<file path="src/twm_pkg.sv">
// shared constants and types of the two-wire bus controller
package twm_pkg;
	// ==========================================
	// bus clock shaping, in prescaled units
	localparam logic [3:0] LOW_UNITS   = 4'h6;
	localparam logic [3:0] HIGH_UNITS  = 4'h4;
	localparam logic [3:0] BIT_END     = 4'ha;
	localparam logic [3:0] COND_END    = 4'he;
	localparam int         SYS_CLK_HZ  = 200000000;
	localparam int         RATE_STD    = 100000;
	localparam int         RATE_FAST   = 400000;
	localparam logic [7:0] PRESCALE_STD =
		8'(SYS_CLK_HZ / (20 * RATE_STD) - 1);
	localparam logic [7:0] PRESCALE_FAST =
		8'(SYS_CLK_HZ / (20 * RATE_FAST) - 1);
	// ==========================================
	// reset values and the bit count of a byte
	localparam logic [7:0] BYTE_RST    = 8'h00;
	localparam logic [8:0] PRE_RST     = 9'h000;
	localparam logic [3:0] CNT_RST     = 4'h0;
	localparam logic [3:0] BITS_BYTE   = 4'h8;
	// ==========================================
	// state types
	typedef enum logic [2:0] {
		M_IDLE, M_START, M_DATA, M_ACK, M_HOLD, M_STOP, M_LOST
	} twm_mst_t;
	typedef enum logic [2:0] {
		S_IDLE, S_RX, S_RACK, S_WAIT, S_TX, S_TACK
	} twm_slv_t;
endpackage

</file>
<file path="src/twm_ctrl.sv">
// two-wire bus controller: master, bus monitor and slave
`timescale 1ns/1ps
module twm_ctrl (
	input  wire logic       clk_sys,
	input  wire logic       rst,
	input  wire logic       bus_data_pin_in,
	output logic            bus_data_pin_out,
	output logic            bus_data_pin_oe,
	input  wire logic       bus_clock_pin_in,
	output logic            bus_clock_pin_out,
	output logic            bus_clock_pin_oe,
	input  wire logic [7:0] bus_clock_prescale,
	input  wire logic       speed_fast,
	input  wire logic       internal_loop_select,
	input  wire logic [7:0] master_target_address_reg,
	input  wire logic [7:0] mst_tx_data,
	input  wire logic       mst_cmd_run,
	input  wire logic       mst_cmd_start,
	input  wire logic       mst_cmd_stop,
	input  wire logic       mst_cmd_ack,
	input  wire logic       mst_cmd_halt,
	output logic            mst_done,
	output logic            mst_error,
	output logic            mst_arb_lost,
	output logic            mst_busy,
	output logic [7:0]      mst_rx_data,
	output logic            bus_busy,
	input  wire logic [6:0] slv_own_addr,
	input  wire logic [7:0] slv_tx_data,
	input  wire logic       slv_tx_load,
	output logic [7:0]      slv_rx_data,
	output logic            slv_rx_req,
	output logic            slv_tx_req,
	output logic            slv_first_byte
);
	typedef struct packed {
		twm_pkg::twm_mst_t st;
		logic [8:0]        pre;
		logic [3:0]        ph;
		logic [7:0]        sh;
		logic [2:0]        bitn;
		logic              rx;
		logic              adr;
		logic              ackb;
		logic              stop_pend;
		logic              drv;
		logic              sda_oe;
		logic              scl_oe;
		logic              pin_sda_oe;
		logic              pin_scl_oe;
		logic              pin_out;
		logic              p_sda;
		logic              p_scl;
		logic              bus_busy;
		logic              done;
		logic              err;
		logic              lost;
		logic              busy;
		logic [7:0]        rdata;
	} twm_mst_state_t;

	twm_mst_state_t s;
	twm_mst_state_t next_s;
	logic           s_sda_oe;
	logic           s_scl_oe;
	logic           sda_line;
	logic           scl_line;
	logic           start_det;
	logic           stop_det;
	logic           lines_idle;

	// ==========================================
	// line levels
	// in loop mode the pads are released so the outside bus is untouched
	always_comb begin
		if (internal_loop_select) begin
			sda_line = ~(s.sda_oe | s_sda_oe);
			scl_line = ~(s.scl_oe | s_scl_oe);
		end else begin
			sda_line = bus_data_pin_in;
			scl_line = bus_clock_pin_in;
		end
		start_det = s.p_scl & scl_line & s.p_sda & ~sda_line;
		stop_det = s.p_scl & scl_line & ~s.p_sda & sda_line;
		lines_idle = sda_line & scl_line;
	end

	// ==========================================
	// slave function
	twm_slave u_slave (
		.clk_sys    (clk_sys),
		.rst        (rst),
		.sda_line   (sda_line),
		.scl_line   (scl_line),
		.start_det  (start_det),
		.stop_det   (stop_det),
		.own_addr   (slv_own_addr),
		.tx_data    (slv_tx_data),
		.tx_load    (slv_tx_load),
		.sda_oe     (s_sda_oe),
		.scl_oe     (s_scl_oe),
		.rx_data    (slv_rx_data),
		.rx_req     (slv_rx_req),
		.tx_req     (slv_tx_req),
		.first_byte (slv_first_byte)
	);

	// ==========================================
	// unit length from the prescale setting
	function automatic logic [8:0] unit_reload(input logic [7:0] tpr,
		input logic fast);
		logic [7:0] t;
		t = tpr;
		if (tpr == twm_pkg::BYTE_RST) begin
			t = fast ? twm_pkg::PRESCALE_FAST : twm_pkg::PRESCALE_STD;
		end
		unit_reload = {t, 1'b1};
	endfunction

	// ==========================================
	// master next state
	logic       active;
	logic       stretch;
	logic       tick;
	logic [3:0] endv;
	logic       fin;
	always_comb begin
		next_s = s;
		next_s.done = 1'b0;
		next_s.p_sda = sda_line;
		next_s.p_scl = scl_line;
		next_s.pin_out = 1'b0;
		if (start_det) begin
			next_s.bus_busy = 1'b1;
		end else if (stop_det) begin
			next_s.bus_busy = 1'b0;
		end
		active = s.st == twm_pkg::M_START || s.st == twm_pkg::M_DATA ||
			s.st == twm_pkg::M_ACK || s.st == twm_pkg::M_STOP;
		// a held clock freezes the unit timer; costs no slack
		stretch = active && !s.scl_oe && !scl_line;
		tick = 1'b0;
		if (active && !stretch) begin
			if (s.pre == twm_pkg::PRE_RST) begin
				next_s.pre = unit_reload(bus_clock_prescale, speed_fast);
				tick = 1'b1;
			end else begin
				next_s.pre = s.pre - 9'h001;
			end
		end
		endv = (s.st == twm_pkg::M_START || s.st == twm_pkg::M_STOP) ?
			twm_pkg::COND_END : twm_pkg::BIT_END;
		fin = tick && s.ph == endv - 4'h1;
		if (tick && !fin) begin
			next_s.ph = s.ph + 4'h1;
			if (s.ph == twm_pkg::CNT_RST) begin
				next_s.sda_oe = s.drv;
			end
			if (s.ph == twm_pkg::BIT_END - 4'h1) begin
				// second half of a condition, clock high
				next_s.sda_oe = s.st == twm_pkg::M_START;
			end
		end
		case (s.st)
		twm_pkg::M_IDLE: begin
			next_s.sda_oe = 1'b0;
			if (mst_cmd_run && mst_cmd_start) begin
				next_s.err = 1'b0;
				next_s.lost = 1'b0;
				if (s.bus_busy || !lines_idle) begin
					next_s.err = 1'b1;
					next_s.done = 1'b1;
				end else begin
					next_s.st = twm_pkg::M_START;
					next_s.ph = twm_pkg::LOW_UNITS;
					next_s.sh = master_target_address_reg;
					next_s.stop_pend = mst_cmd_stop;
					next_s.pre = unit_reload(bus_clock_prescale, speed_fast);
				end
			end
		end
		twm_pkg::M_START: begin
			if (fin) begin
				next_s.st = twm_pkg::M_DATA;
				next_s.ph = twm_pkg::CNT_RST;
				next_s.bitn = 3'h0;
				next_s.adr = 1'b1;
				next_s.rx = 1'b0;
				next_s.drv = ~s.sh[7];
			end
		end
		twm_pkg::M_DATA: begin
			if (fin) begin
				next_s.sh = {s.sh[6:0], sda_line};
				next_s.ph = twm_pkg::CNT_RST;
				next_s.bitn = s.bitn + 3'h1;
				next_s.drv = s.rx ? 1'b0 : ~s.sh[6];
				if (!s.rx && !s.sda_oe && !sda_line) begin
					next_s.st = twm_pkg::M_LOST;
					next_s.sda_oe = 1'b0;
					next_s.lost = 1'b1;
					next_s.err = 1'b1;
					next_s.done = 1'b1;
				end else if (s.bitn == 3'h7) begin
					next_s.st = twm_pkg::M_ACK;
					next_s.drv = s.rx & s.ackb;
				end
			end
		end
		twm_pkg::M_ACK: begin
			if (fin) begin
				next_s.ph = twm_pkg::CNT_RST;
				next_s.done = 1'b1;
				next_s.adr = 1'b0;
				next_s.st = twm_pkg::M_HOLD;
				if (s.rx) begin
					next_s.rdata = s.sh;
				end
				if (s.adr) begin
					next_s.rx = s.sh[0];
				end
				if (!s.rx && sda_line) begin
					next_s.err = 1'b1;
					next_s.st = twm_pkg::M_STOP;
					next_s.drv = 1'b1;
				end else if (s.stop_pend && !s.adr) begin
					next_s.st = twm_pkg::M_STOP;
					next_s.drv = 1'b1;
				end
			end
		end
		twm_pkg::M_HOLD: begin
			if (mst_cmd_run) begin
				next_s.err = 1'b0;
				next_s.stop_pend = mst_cmd_stop;
				next_s.pre = unit_reload(bus_clock_prescale, speed_fast);
				next_s.ph = twm_pkg::CNT_RST;
				if (mst_cmd_start) begin
					next_s.st = twm_pkg::M_START;
					next_s.sh = master_target_address_reg;
					next_s.drv = 1'b0;
				end else begin
					next_s.st = twm_pkg::M_DATA;
					next_s.bitn = 3'h0;
					next_s.ackb = mst_cmd_ack;
					next_s.sh = s.rx ? twm_pkg::BYTE_RST : mst_tx_data;
					next_s.drv = s.rx ? 1'b0 : ~mst_tx_data[7];
				end
			end else if (mst_cmd_halt) begin
				next_s.st = twm_pkg::M_STOP;
				next_s.ph = twm_pkg::CNT_RST;
				next_s.drv = 1'b1;
				next_s.pre = unit_reload(bus_clock_prescale, speed_fast);
			end
		end
		twm_pkg::M_STOP: begin
			if (fin) begin
				next_s.st = twm_pkg::M_IDLE;
				next_s.ph = twm_pkg::CNT_RST;
				next_s.sda_oe = 1'b0;
				next_s.done = 1'b1;
			end
		end
		twm_pkg::M_LOST: begin
			// retired: stays off the bus until it is idle again
			next_s.sda_oe = 1'b0;
			if (!s.bus_busy && lines_idle) begin
				next_s.st = twm_pkg::M_IDLE;
			end
		end
		default: begin
			next_s.st = twm_pkg::M_IDLE;
		end
		endcase
		// clock low for the first six units, high for the last ones
		if (next_s.st == twm_pkg::M_HOLD) begin
			next_s.scl_oe = 1'b1;
		end else if (next_s.st == twm_pkg::M_IDLE ||
			next_s.st == twm_pkg::M_LOST) begin
			next_s.scl_oe = 1'b0;
		end else begin
			next_s.scl_oe = next_s.ph < twm_pkg::LOW_UNITS;
		end
		next_s.busy = next_s.st != twm_pkg::M_IDLE;
		next_s.pin_sda_oe = ~internal_loop_select &
			(next_s.sda_oe | s_sda_oe);
		next_s.pin_scl_oe = ~internal_loop_select &
			(next_s.scl_oe | s_scl_oe);
	end

	// ==========================================
	// state register
	always_ff @(posedge clk_sys) begin
		if (rst) begin
			s <= '0;
			s.st <= twm_pkg::M_IDLE;
			s.p_sda <= 1'b1;
			s.p_scl <= 1'b1;
		end else begin
			s <= next_s;
		end
	end

	// ==========================================
	// outputs
	assign bus_data_pin_out = s.pin_out;
	assign bus_clock_pin_out = s.pin_out;
	assign bus_data_pin_oe = s.pin_sda_oe;
	assign bus_clock_pin_oe = s.pin_scl_oe;
	assign mst_done = s.done;
	assign mst_error = s.err;
	assign mst_arb_lost = s.lost;
	assign mst_busy = s.busy;
	assign mst_rx_data = s.rdata;
	assign bus_busy = s.bus_busy;
endmodule

</file>
<file path="src/twm_slave.sv">
// slave function of the two-wire bus controller
`timescale 1ns/1ps
module twm_slave (
	input  wire logic       clk_sys,
	input  wire logic       rst,
	input  wire logic       sda_line,
	input  wire logic       scl_line,
	input  wire logic       start_det,
	input  wire logic       stop_det,
	input  wire logic [6:0] own_addr,
	input  wire logic [7:0] tx_data,
	input  wire logic       tx_load,
	output logic            sda_oe,
	output logic            scl_oe,
	output logic [7:0]      rx_data,
	output logic            rx_req,
	output logic            tx_req,
	output logic            first_byte
);
	typedef struct packed {
		twm_pkg::twm_slv_t st;
		logic [7:0]        sh;
		logic [3:0]        bitn;
		logic              adr;
		logic              rw;
		logic              first;
		logic              acked;
		logic              sda_oe;
		logic              scl_oe;
		logic              p_scl;
		logic [7:0]        rx_data;
		logic              rx_req;
		logic              tx_req;
		logic              first_byte;
	} twm_sst_t;

	twm_sst_t s;
	twm_sst_t next_s;
	logic     rise;
	logic     fall;

	// ==========================================
	// next state
	always_comb begin
		rise = ~s.p_scl & scl_line;
		fall = s.p_scl & ~scl_line;
		next_s = s;
		next_s.p_scl = scl_line;
		next_s.rx_req = 1'b0;
		next_s.tx_req = 1'b0;
		next_s.first_byte = 1'b0;
		if (start_det) begin
			next_s.st = twm_pkg::S_RX;
			next_s.adr = 1'b1;
			next_s.bitn = twm_pkg::CNT_RST;
			next_s.sda_oe = 1'b0;
			next_s.scl_oe = 1'b0;
		end else if (stop_det) begin
			next_s.st = twm_pkg::S_IDLE;
			next_s.sda_oe = 1'b0;
			next_s.scl_oe = 1'b0;
		end else begin
			case (s.st)
			twm_pkg::S_RX: begin
				if (rise && s.bitn != twm_pkg::BITS_BYTE) begin
					next_s.sh = {s.sh[6:0], sda_line};
					next_s.bitn = s.bitn + 4'h1;
				end else if (fall && s.bitn == twm_pkg::BITS_BYTE) begin
					next_s.st = twm_pkg::S_RACK;
					next_s.sda_oe = 1'b1;
					if (s.adr) begin
						next_s.rw = s.sh[0];
						next_s.first = 1'b1;
						if (s.sh[7:1] != own_addr) begin
							next_s.st = twm_pkg::S_IDLE;
							next_s.sda_oe = 1'b0;
						end
					end else begin
						next_s.rx_data = s.sh;
						next_s.rx_req = 1'b1;
						next_s.first_byte = s.first;
						next_s.first = 1'b0;
					end
				end
			end
			twm_pkg::S_RACK: begin
				if (fall) begin
					next_s.sda_oe = 1'b0;
					next_s.bitn = twm_pkg::CNT_RST;
					next_s.adr = 1'b0;
					next_s.st = twm_pkg::S_RX;
					if (s.adr && s.rw) begin
						next_s.st = twm_pkg::S_WAIT;
						next_s.scl_oe = 1'b1;
						next_s.tx_req = 1'b1;
					end
				end
			end
			twm_pkg::S_WAIT: begin
				// clock held low until the user supplies a byte
				if (tx_load) begin
					next_s.sh = tx_data;
					next_s.sda_oe = ~tx_data[7];
					next_s.scl_oe = 1'b0;
					next_s.bitn = twm_pkg::CNT_RST;
					next_s.st = twm_pkg::S_TX;
				end
			end
			twm_pkg::S_TX: begin
				if (rise) begin
					next_s.bitn = s.bitn + 4'h1;
				end else if (fall) begin
					if (s.bitn == twm_pkg::BITS_BYTE) begin
						next_s.sda_oe = 1'b0;
						next_s.st = twm_pkg::S_TACK;
					end else begin
						next_s.sh = {s.sh[6:0], 1'b0};
						next_s.sda_oe = ~s.sh[6];
					end
				end
			end
			twm_pkg::S_TACK: begin
				if (rise) begin
					next_s.acked = ~sda_line;
				end else if (fall) begin
					next_s.st = twm_pkg::S_IDLE;
					if (s.acked) begin
						next_s.st = twm_pkg::S_WAIT;
						next_s.scl_oe = 1'b1;
						next_s.tx_req = 1'b1;
					end
				end
			end
			default: begin
				next_s.sda_oe = 1'b0;
				next_s.scl_oe = 1'b0;
			end
			endcase
		end
	end

	// ==========================================
	// state register
	always_ff @(posedge clk_sys) begin
		if (rst) begin
			s <= '0;
			s.st <= twm_pkg::S_IDLE;
			s.p_scl <= 1'b1;
		end else begin
			s <= next_s;
		end
	end

	assign sda_oe = s.sda_oe;
	assign scl_oe = s.scl_oe;
	assign rx_data = s.rx_data;
	assign rx_req = s.rx_req;
	assign tx_req = s.tx_req;
	assign first_byte = s.first_byte;
endmodule

</file>
<file path="config.mk">
export PLATFORM = sky130hd
export DESIGN_NAME = twm_ctrl
export DESIGN_NICKNAME = d
export VERILOG_FILES = /design/src/twm_pkg.sv /design/src/twm_ctrl.sv /design/src/twm_slave.sv
export SDC_FILE = /design/constraint.sdc
export NUM_CORES = 1
export LEC_CHECK = 0
export ABC_AREA = 0
export BUFFER_PORTS_ARGS = -buffer_cell sky130_fd_sc_hd__buf_2
export CORE_MARGIN = 4
export CORE_UTILIZATION = 45
export DETAILED_ROUTE_END_ITERATION = 8
export GPL_TIMING_DRIVEN = 0
export PLACE_DENSITY = 0.66
export SLEW_MARGIN = 20
export SYNTH_ARGS = -nofsm -noshare
export SYNTH_HDL_FRONTEND = slang
export SYNTH_SLANG_ARGS = --single-unit
</file>
<file path="constraint.sdc">
create_clock -name clk_sys -period 2.9 [get_ports clk_sys]
set_input_delay 0.725 -clock clk_sys [delete_from_list [all_inputs] [get_ports clk_sys]]
set_output_delay 0.725 -clock clk_sys [all_outputs]
set_load 0.02 [all_outputs]
</file>
Word level (Yosys, flattened, before mapping)
Cells that the tools add are included.

storage, ports and cells
  bits in registers = 84
  bits of input ports = 51
  output and inout port bits = 28
  word-level logic and storage cells = 344

operators by class
  add/sub/neg operators = 5
  order comparisons = 1
  equal/unequal tests = 55
  mux-type cells = 132
  bitwise gates (word level) = 36
  reduce and logical (&&, ||, !) cells = 78

operators with widths
  kind                                            number
  two-way mux 3 bit                               20
  two-way mux 1 bit                               57
  two-way mux 24 bit                              2
  case mux 8 bit (3 select lines)                 2
  two-way mux 11 bit                              3
  two-way mux 16 bit                              2
  two-way mux 8 bit                               4
  case mux 4 bit (4 select lines)                 2
  two-way mux 15 bit                              2
  two-way mux 2 bit                               14
  != test 2 bit (second input constant)           14
  equality test 3 bit (second input constant)     8
  AND reduction 6 bit                             4
  != test 2 x 1 -> 1 bit (second input constant)  11
  inverter 1 bit                                  21
  case mux 3 bit (7 select lines)                 1
  AND reduction 7 bit                             3
  != test 4 x 3 -> 1 bit (second input constant)  5
  != test 4 bit (second input constant)           5
  AND reduction 10 bit                            2
  two-way mux 9 bit                               2
  case mux 9 bit (2 select lines)                 1
  two-way mux 4 bit                               4
  case mux 1 bit (4 select lines)                 4
  43 further kinds                                114

Logic depth before layout (Yosys ltp)
  depth after elaboration = 22
  depth in mapped cells = 11
  depth with buffers taken out = 10

Cells and area by module
From an unflattened synthesis, not the netlist that was laid out.

second synthesis, totals
  cell total of the unflattened synthesis = 601
  area, all modules = 5,056.1 um^2

modules (own cells, without submodules)
  module     times used  cells an instance  area an instance (um^2)  sequential area each (um^2)
  twm_ctrl   1           372                3,080.5                  1,021.0
  twm_slave  1           229                1,975.6                  660.6

Least setup slack after synthesis
OpenSTA, ideal clock, no wires.

  path type = input -> register
  start point = input port bus_clock_pin_in
  end point = register s (netlist bit bus_clock_pin_oe)
  setup time = 0.115 ns
  arrival = 2.488 ns
  required time = 2.785 ns
  path slack = 0.298 ns
  stages = 8
  path buffers = 1
  cell sequence = nor2b_2 o311a_1 buf_2 and4_4 a22o_1 a221o_1 a32o_1 o21a_1

on the way
  cells in the longest elaborated chain, start to end = 18
  elaborated cells between the ends (all ways) = 36
  those cells by class = order compare (1); eq/ne (2); mux (18); bitwise (3); reduce/logical (12)

ends and longest elaborated chain
  what                                                      RTL line                          RTL
  start, declared                                           twm_ctrl.sv:9                     input wire logic bus_clock_pin_in,
  two-way mux 1 bit *                                       twm_ctrl.sv:76                    if (internal_loop_select) begin
  zero test 1 bit                                           twm_ctrl.sv:141                   stretch = active && !s.scl_oe && !scl_line;
  logical AND 1 bit                                         twm_ctrl.sv:141
  zero test 1 bit                                           twm_ctrl.sv:143                   if (active && !stretch) begin
  logical AND 1 bit                                         twm_ctrl.sv:143
  two-way mux 1 bit                                         twm_ctrl.sv:143
  logical AND 1 bit                                         twm_ctrl.sv:153                   fin = tick && s.ph == endv - 4'h1;
  zero test 1 bit                                           twm_ctrl.sv:154                   if (tick && !fin) begin
  (+2 left out)                                             -
  two-way mux 16 bit or two-way mux 24 bit (tied branches)  twm_ctrl.sv:249, twm_ctrl.sv:170
  two-way mux 16 bit or two-way mux 24 bit (tied branches)  twm_ctrl.sv:233, twm_ctrl.sv:167
  case mux 4 bit (4 select lines)                           twm_ctrl.sv:164                   case (s.st)
  less-than comparator 4 x 3 -> 1 bit                       twm_ctrl.sv:282                   next_s.scl_oe = next_s.ph < twm_pkg::LOW_UNITS;
  two-way mux 1 bit                                         twm_ctrl.sv:278                   end else if (next_s.st == twm_pkg::M_IDLE ||
  two-way mux 1 bit *                                       twm_ctrl.sv:276                   if (next_s.st == twm_pkg::M_HOLD) begin
  bitwise OR 1 bit *                                        twm_ctrl.sv:288                   (next_s.scl_oe | s_scl_oe);
  bitwise AND 1 bit *                                       twm_ctrl.sv:287                   next_s.pin_scl_oe = ~internal_loop_select &
  end signal, assigned                                      twm_ctrl.sv:300                   s <= next_s;
  end, declared                                             twm_ctrl.sv:62                    twm_mst_state_t s;

Every way passes the cells marked *; elsewhere a longest branch is shown, timed or not. The select of a mux whose other input is x is not followed.
A chain may end at the register's enable or synchronous reset.

Final worst setup path
  start point = input port internal_loop_select
  end point = register s[32] (netlist bit)

on the way
  cells in the longest elaborated chain, start to end = 9
  elaborated cells between the ends (all ways) = 14
  those cells by class = eq/ne (2); mux (3); bitwise (1); reduce/logical (8)

ends and longest elaborated chain
  what                                    RTL line         RTL
  start, declared                         twm_ctrl.sv:14   input wire logic internal_loop_select,
  two-way mux 1 bit                       twm_ctrl.sv:76
  zero test 1 bit                         twm_ctrl.sv:141
  logical AND 1 bit                       twm_ctrl.sv:141
  zero test 1 bit                         twm_ctrl.sv:143
  logical AND 1 bit                       twm_ctrl.sv:143
  two-way mux 1 bit                       twm_ctrl.sv:143
  logical AND 1 bit                       twm_ctrl.sv:153
  != test 2 bit (no source line)          -
  AND reduction 5 bit (no source line) *  -

Every way passes the cells marked *; elsewhere a longest branch is shown, timed or not.

==> run metrics <==
largest family of logic cells by synthesized area simple AND/OR/NAND/NOR gates; post-DP HPWL 9980 um; Worst-Skew Late Latency 0.37 ns; RSZ-0062 raised after global routing no; # port buffers 73; hold_sp mst_rx_data[6]; antenna violations before repair 0; Final nets 750; Die Area 12400 um2; Simple-Gate Fraction of Synth Area 0.2590; commonest cells in the netlist dfxtp_1, nor2_1, nand2_1; Critical Path End Type flop; Row Count 37; Least-Margin Pin Slew 0.9509 ns; core area 10370 um2; Hold WS 0.4530 ns; Fin. Hold Viols 0; Max Slew Vio Count 0; drc violations 0; via/cell ratio 5.745; crit start category primary input; Syn Std Cell Area 4806 um2; count leader, synth dfxtp_1; Yosys top cell by area dfxtp_1; CTS Hold Buffers Added 0; Layout fillers 1029; sequential share of the synthesized area 0.3457; number of flops mapped to enable cells by yosys 0; CTS tree done; Synth cell types 78; worst path arrival time 3.00 ns; multiplexer share of the synthesized area 0.03775; drt pass-1 iters 5; Crit path largest cell delay 0.33 ns; Relative slew margins 0.3637; gr usage total 0.2154; FF-to-FF Start s[51]; Die X 111.3 um; grt ovf 0; Setup CP Type primary input to flop; setup ws final 0.1349 ns; status completed; number of routed nets with antenna violations 0; Clk pin slew, worst setup/hold paths 0.09 ns; cell family with most CP delay simple AND/OR/NAND/NOR gates; XOR/XNOR Fraction of Synth Area 0.03437; Root Driver clkbuf_8; VDD IR max 0.2714 mV; Sink Count 83; Area growth syn-to-layout 15.83%; top post-synthesis cells by area dfxtp_1, nor2_1, nand2_1; Die Ht 111.3 um; Layout Skew 0.01635 ns; vias in the first global route 4470; PD cells 487.0 nW/um2; Mean Syn Cell Area 7.957 um2; Synth Instances 604; cells along the critical path buf_2, nor2b_2, o311a_1, buf_2, nand4_4, nor3_2, buf_2, nor2_1, a211oi_1, nor3_1; WL per Instance 16.05 um; Synth async-reset ratio 0; pre-CTS setup slack -0.1841 ns; CP max-delay cell nor3_2; Yosys reg bits 83; first-pass GRT wire length 21960 um; crit-path most repeated cell buf_2; routed via count 4768; ANT cells 0; post-synth top area share 0.3457; I/O pins 79; Compound-Gate Fraction of Synth Area 0.2234; worst path buffer plus inverter count 3; Max Cap Violations 0; H-tree Lvls 3; routability cong. 0.9545; final setup fails 0; crit path launch internal_loop_select; drt first-iter violations 324; fin crit share 0.9535; commonest register cell after synthesis dfxtp_1; adder-cell share of the synthesized area 0.02812; Max Root-Sink Buffers 2; CP Max Fanout 10; # Post-CTS Setup Buffers 0; clock period minus worst slack 2.765 ns; Starting Density 0.4634; drt total wl 13320 um; largest net degree at the start of global routing 15; fraction of layout cells with a size suffix above 1 0.1988; synth warn 0; LEAKAGE 2.157 nW; HP Class flop to flop; CP Data Required Time 3.14 ns; TritonCTS Buffers 9; max frequency 361.7 MHz
-- placed cells by master (no fill, tap or decap), types with 18 or more instances in the layout --
cell type	count
dfxtp_1	83
buf_2	81
nor2_1	74
nand2_1	59
a21oi_1	39
nor3_1	33
clkbuf_1	27
o21ai_0	22
nand3_1	20
buf_4	18
-- where the power goes --
group          leakage, nW  switching, mW  internal [mW]  total [mW]
Sequential           0.673         0.0662           1.20        1.26
Clock                0.108          0.446          0.454       0.899
Combinational         1.38          0.331          0.216       0.547
Total                 2.16          0.843           1.87        2.71
-- state kept, by name, summed over array words and instances, names as in the netlist, 8 cells and up --
| name | count |
|---|---|
| mst_rx_data | 8 |
| u_slave.rx_data | 8 |
| s | 35 |
| u_slave.s | 20 |
-- metal layers --
metal | vias to the layer above | global-route usage | wire length [um]
li1 | 2328 | - | -
met1 | 2252 | 0.2941 | 6145
met2 | 166 | 0.3474 | 6099
met3 | 22 | 0.03261 | 788
met4 | 0 | 0.07705 | 285
met5 | - | 0 | 0
-- what timing repair did --
action                                 4_1_cts  5_1_grt
endpoints found under the hold margin        0        0
setup endpoints to repair                    0        2
gates resized for setup                      0        2
-- worst paths after layout --
path / endpoint / slack, ns / cells after the start
max: s[32] / 0.13 / 10
min reg2reg: mst_rx_data[6] / 0.45 / 2
max reg2reg: s[32] / 0.17 / 10
min: mst_rx_data[6] / 0.45 / 2
-- logic make-up (layout without fill, tap and decap cells) --
group / Yosys count / in the layout
AO/OA/AOI/OAI: 155 / 155
XOR/XNOR: 18 / 18
adder cells (fa/ha/maj): 11 / 11
buffers and inverters: 68 / 157
flip-flops: 83 / 83
multiplexers: 18 / 18
other: 1 / 2
AND/OR/NAND/NOR: 250 / 250
-- stage by stage --
stage            util  cells  total power, mW  setup TNS (ns)  instance area, um2
2_1_floorplan       -    605            1.669               0                4810
3_3_place_gp   0.5154    814            1.814          -2.499                5345
3_5_place_dp   0.5154    814            1.828          -2.781                5345
4_1_cts        0.5358    830            2.725               0                5557
5_1_grt        0.5368    830            2.843               0                5567
6_report       0.5368    830            2.711               0                5567
-- worst register-to-register path, stage by stage, from the launching register on --
cell and delay (ns):
dfxtp_1 0.30, clkbuf_1 0.22, nand2_1 0.23, o311a_1 0.19
buf_2 0.23, nand4_4 0.18, nor3_2 0.33, buf_2 0.29
nor2_1 0.20, a211oi_1 0.33, nor3_1 0.09
-- area by class of cell --
cell class / count / area [um2] / area share
multi-input combinational: 454 / 2818 / 0.5062
sequential: 83 / 1662 / 0.2985
timing repair buffer: 73 / 365.4 / 0.06563
buffer: 53 / 284.0 / 0.05102
tap: 136 / 170.2 / 0.03057
clock buffer: 12 / 155.1 / 0.02787
clock inverter: 4 / 56.30 / 0.01011
inverter: 15 / 56.30 / 0.01011
Power figures use the tool's default switching activity.
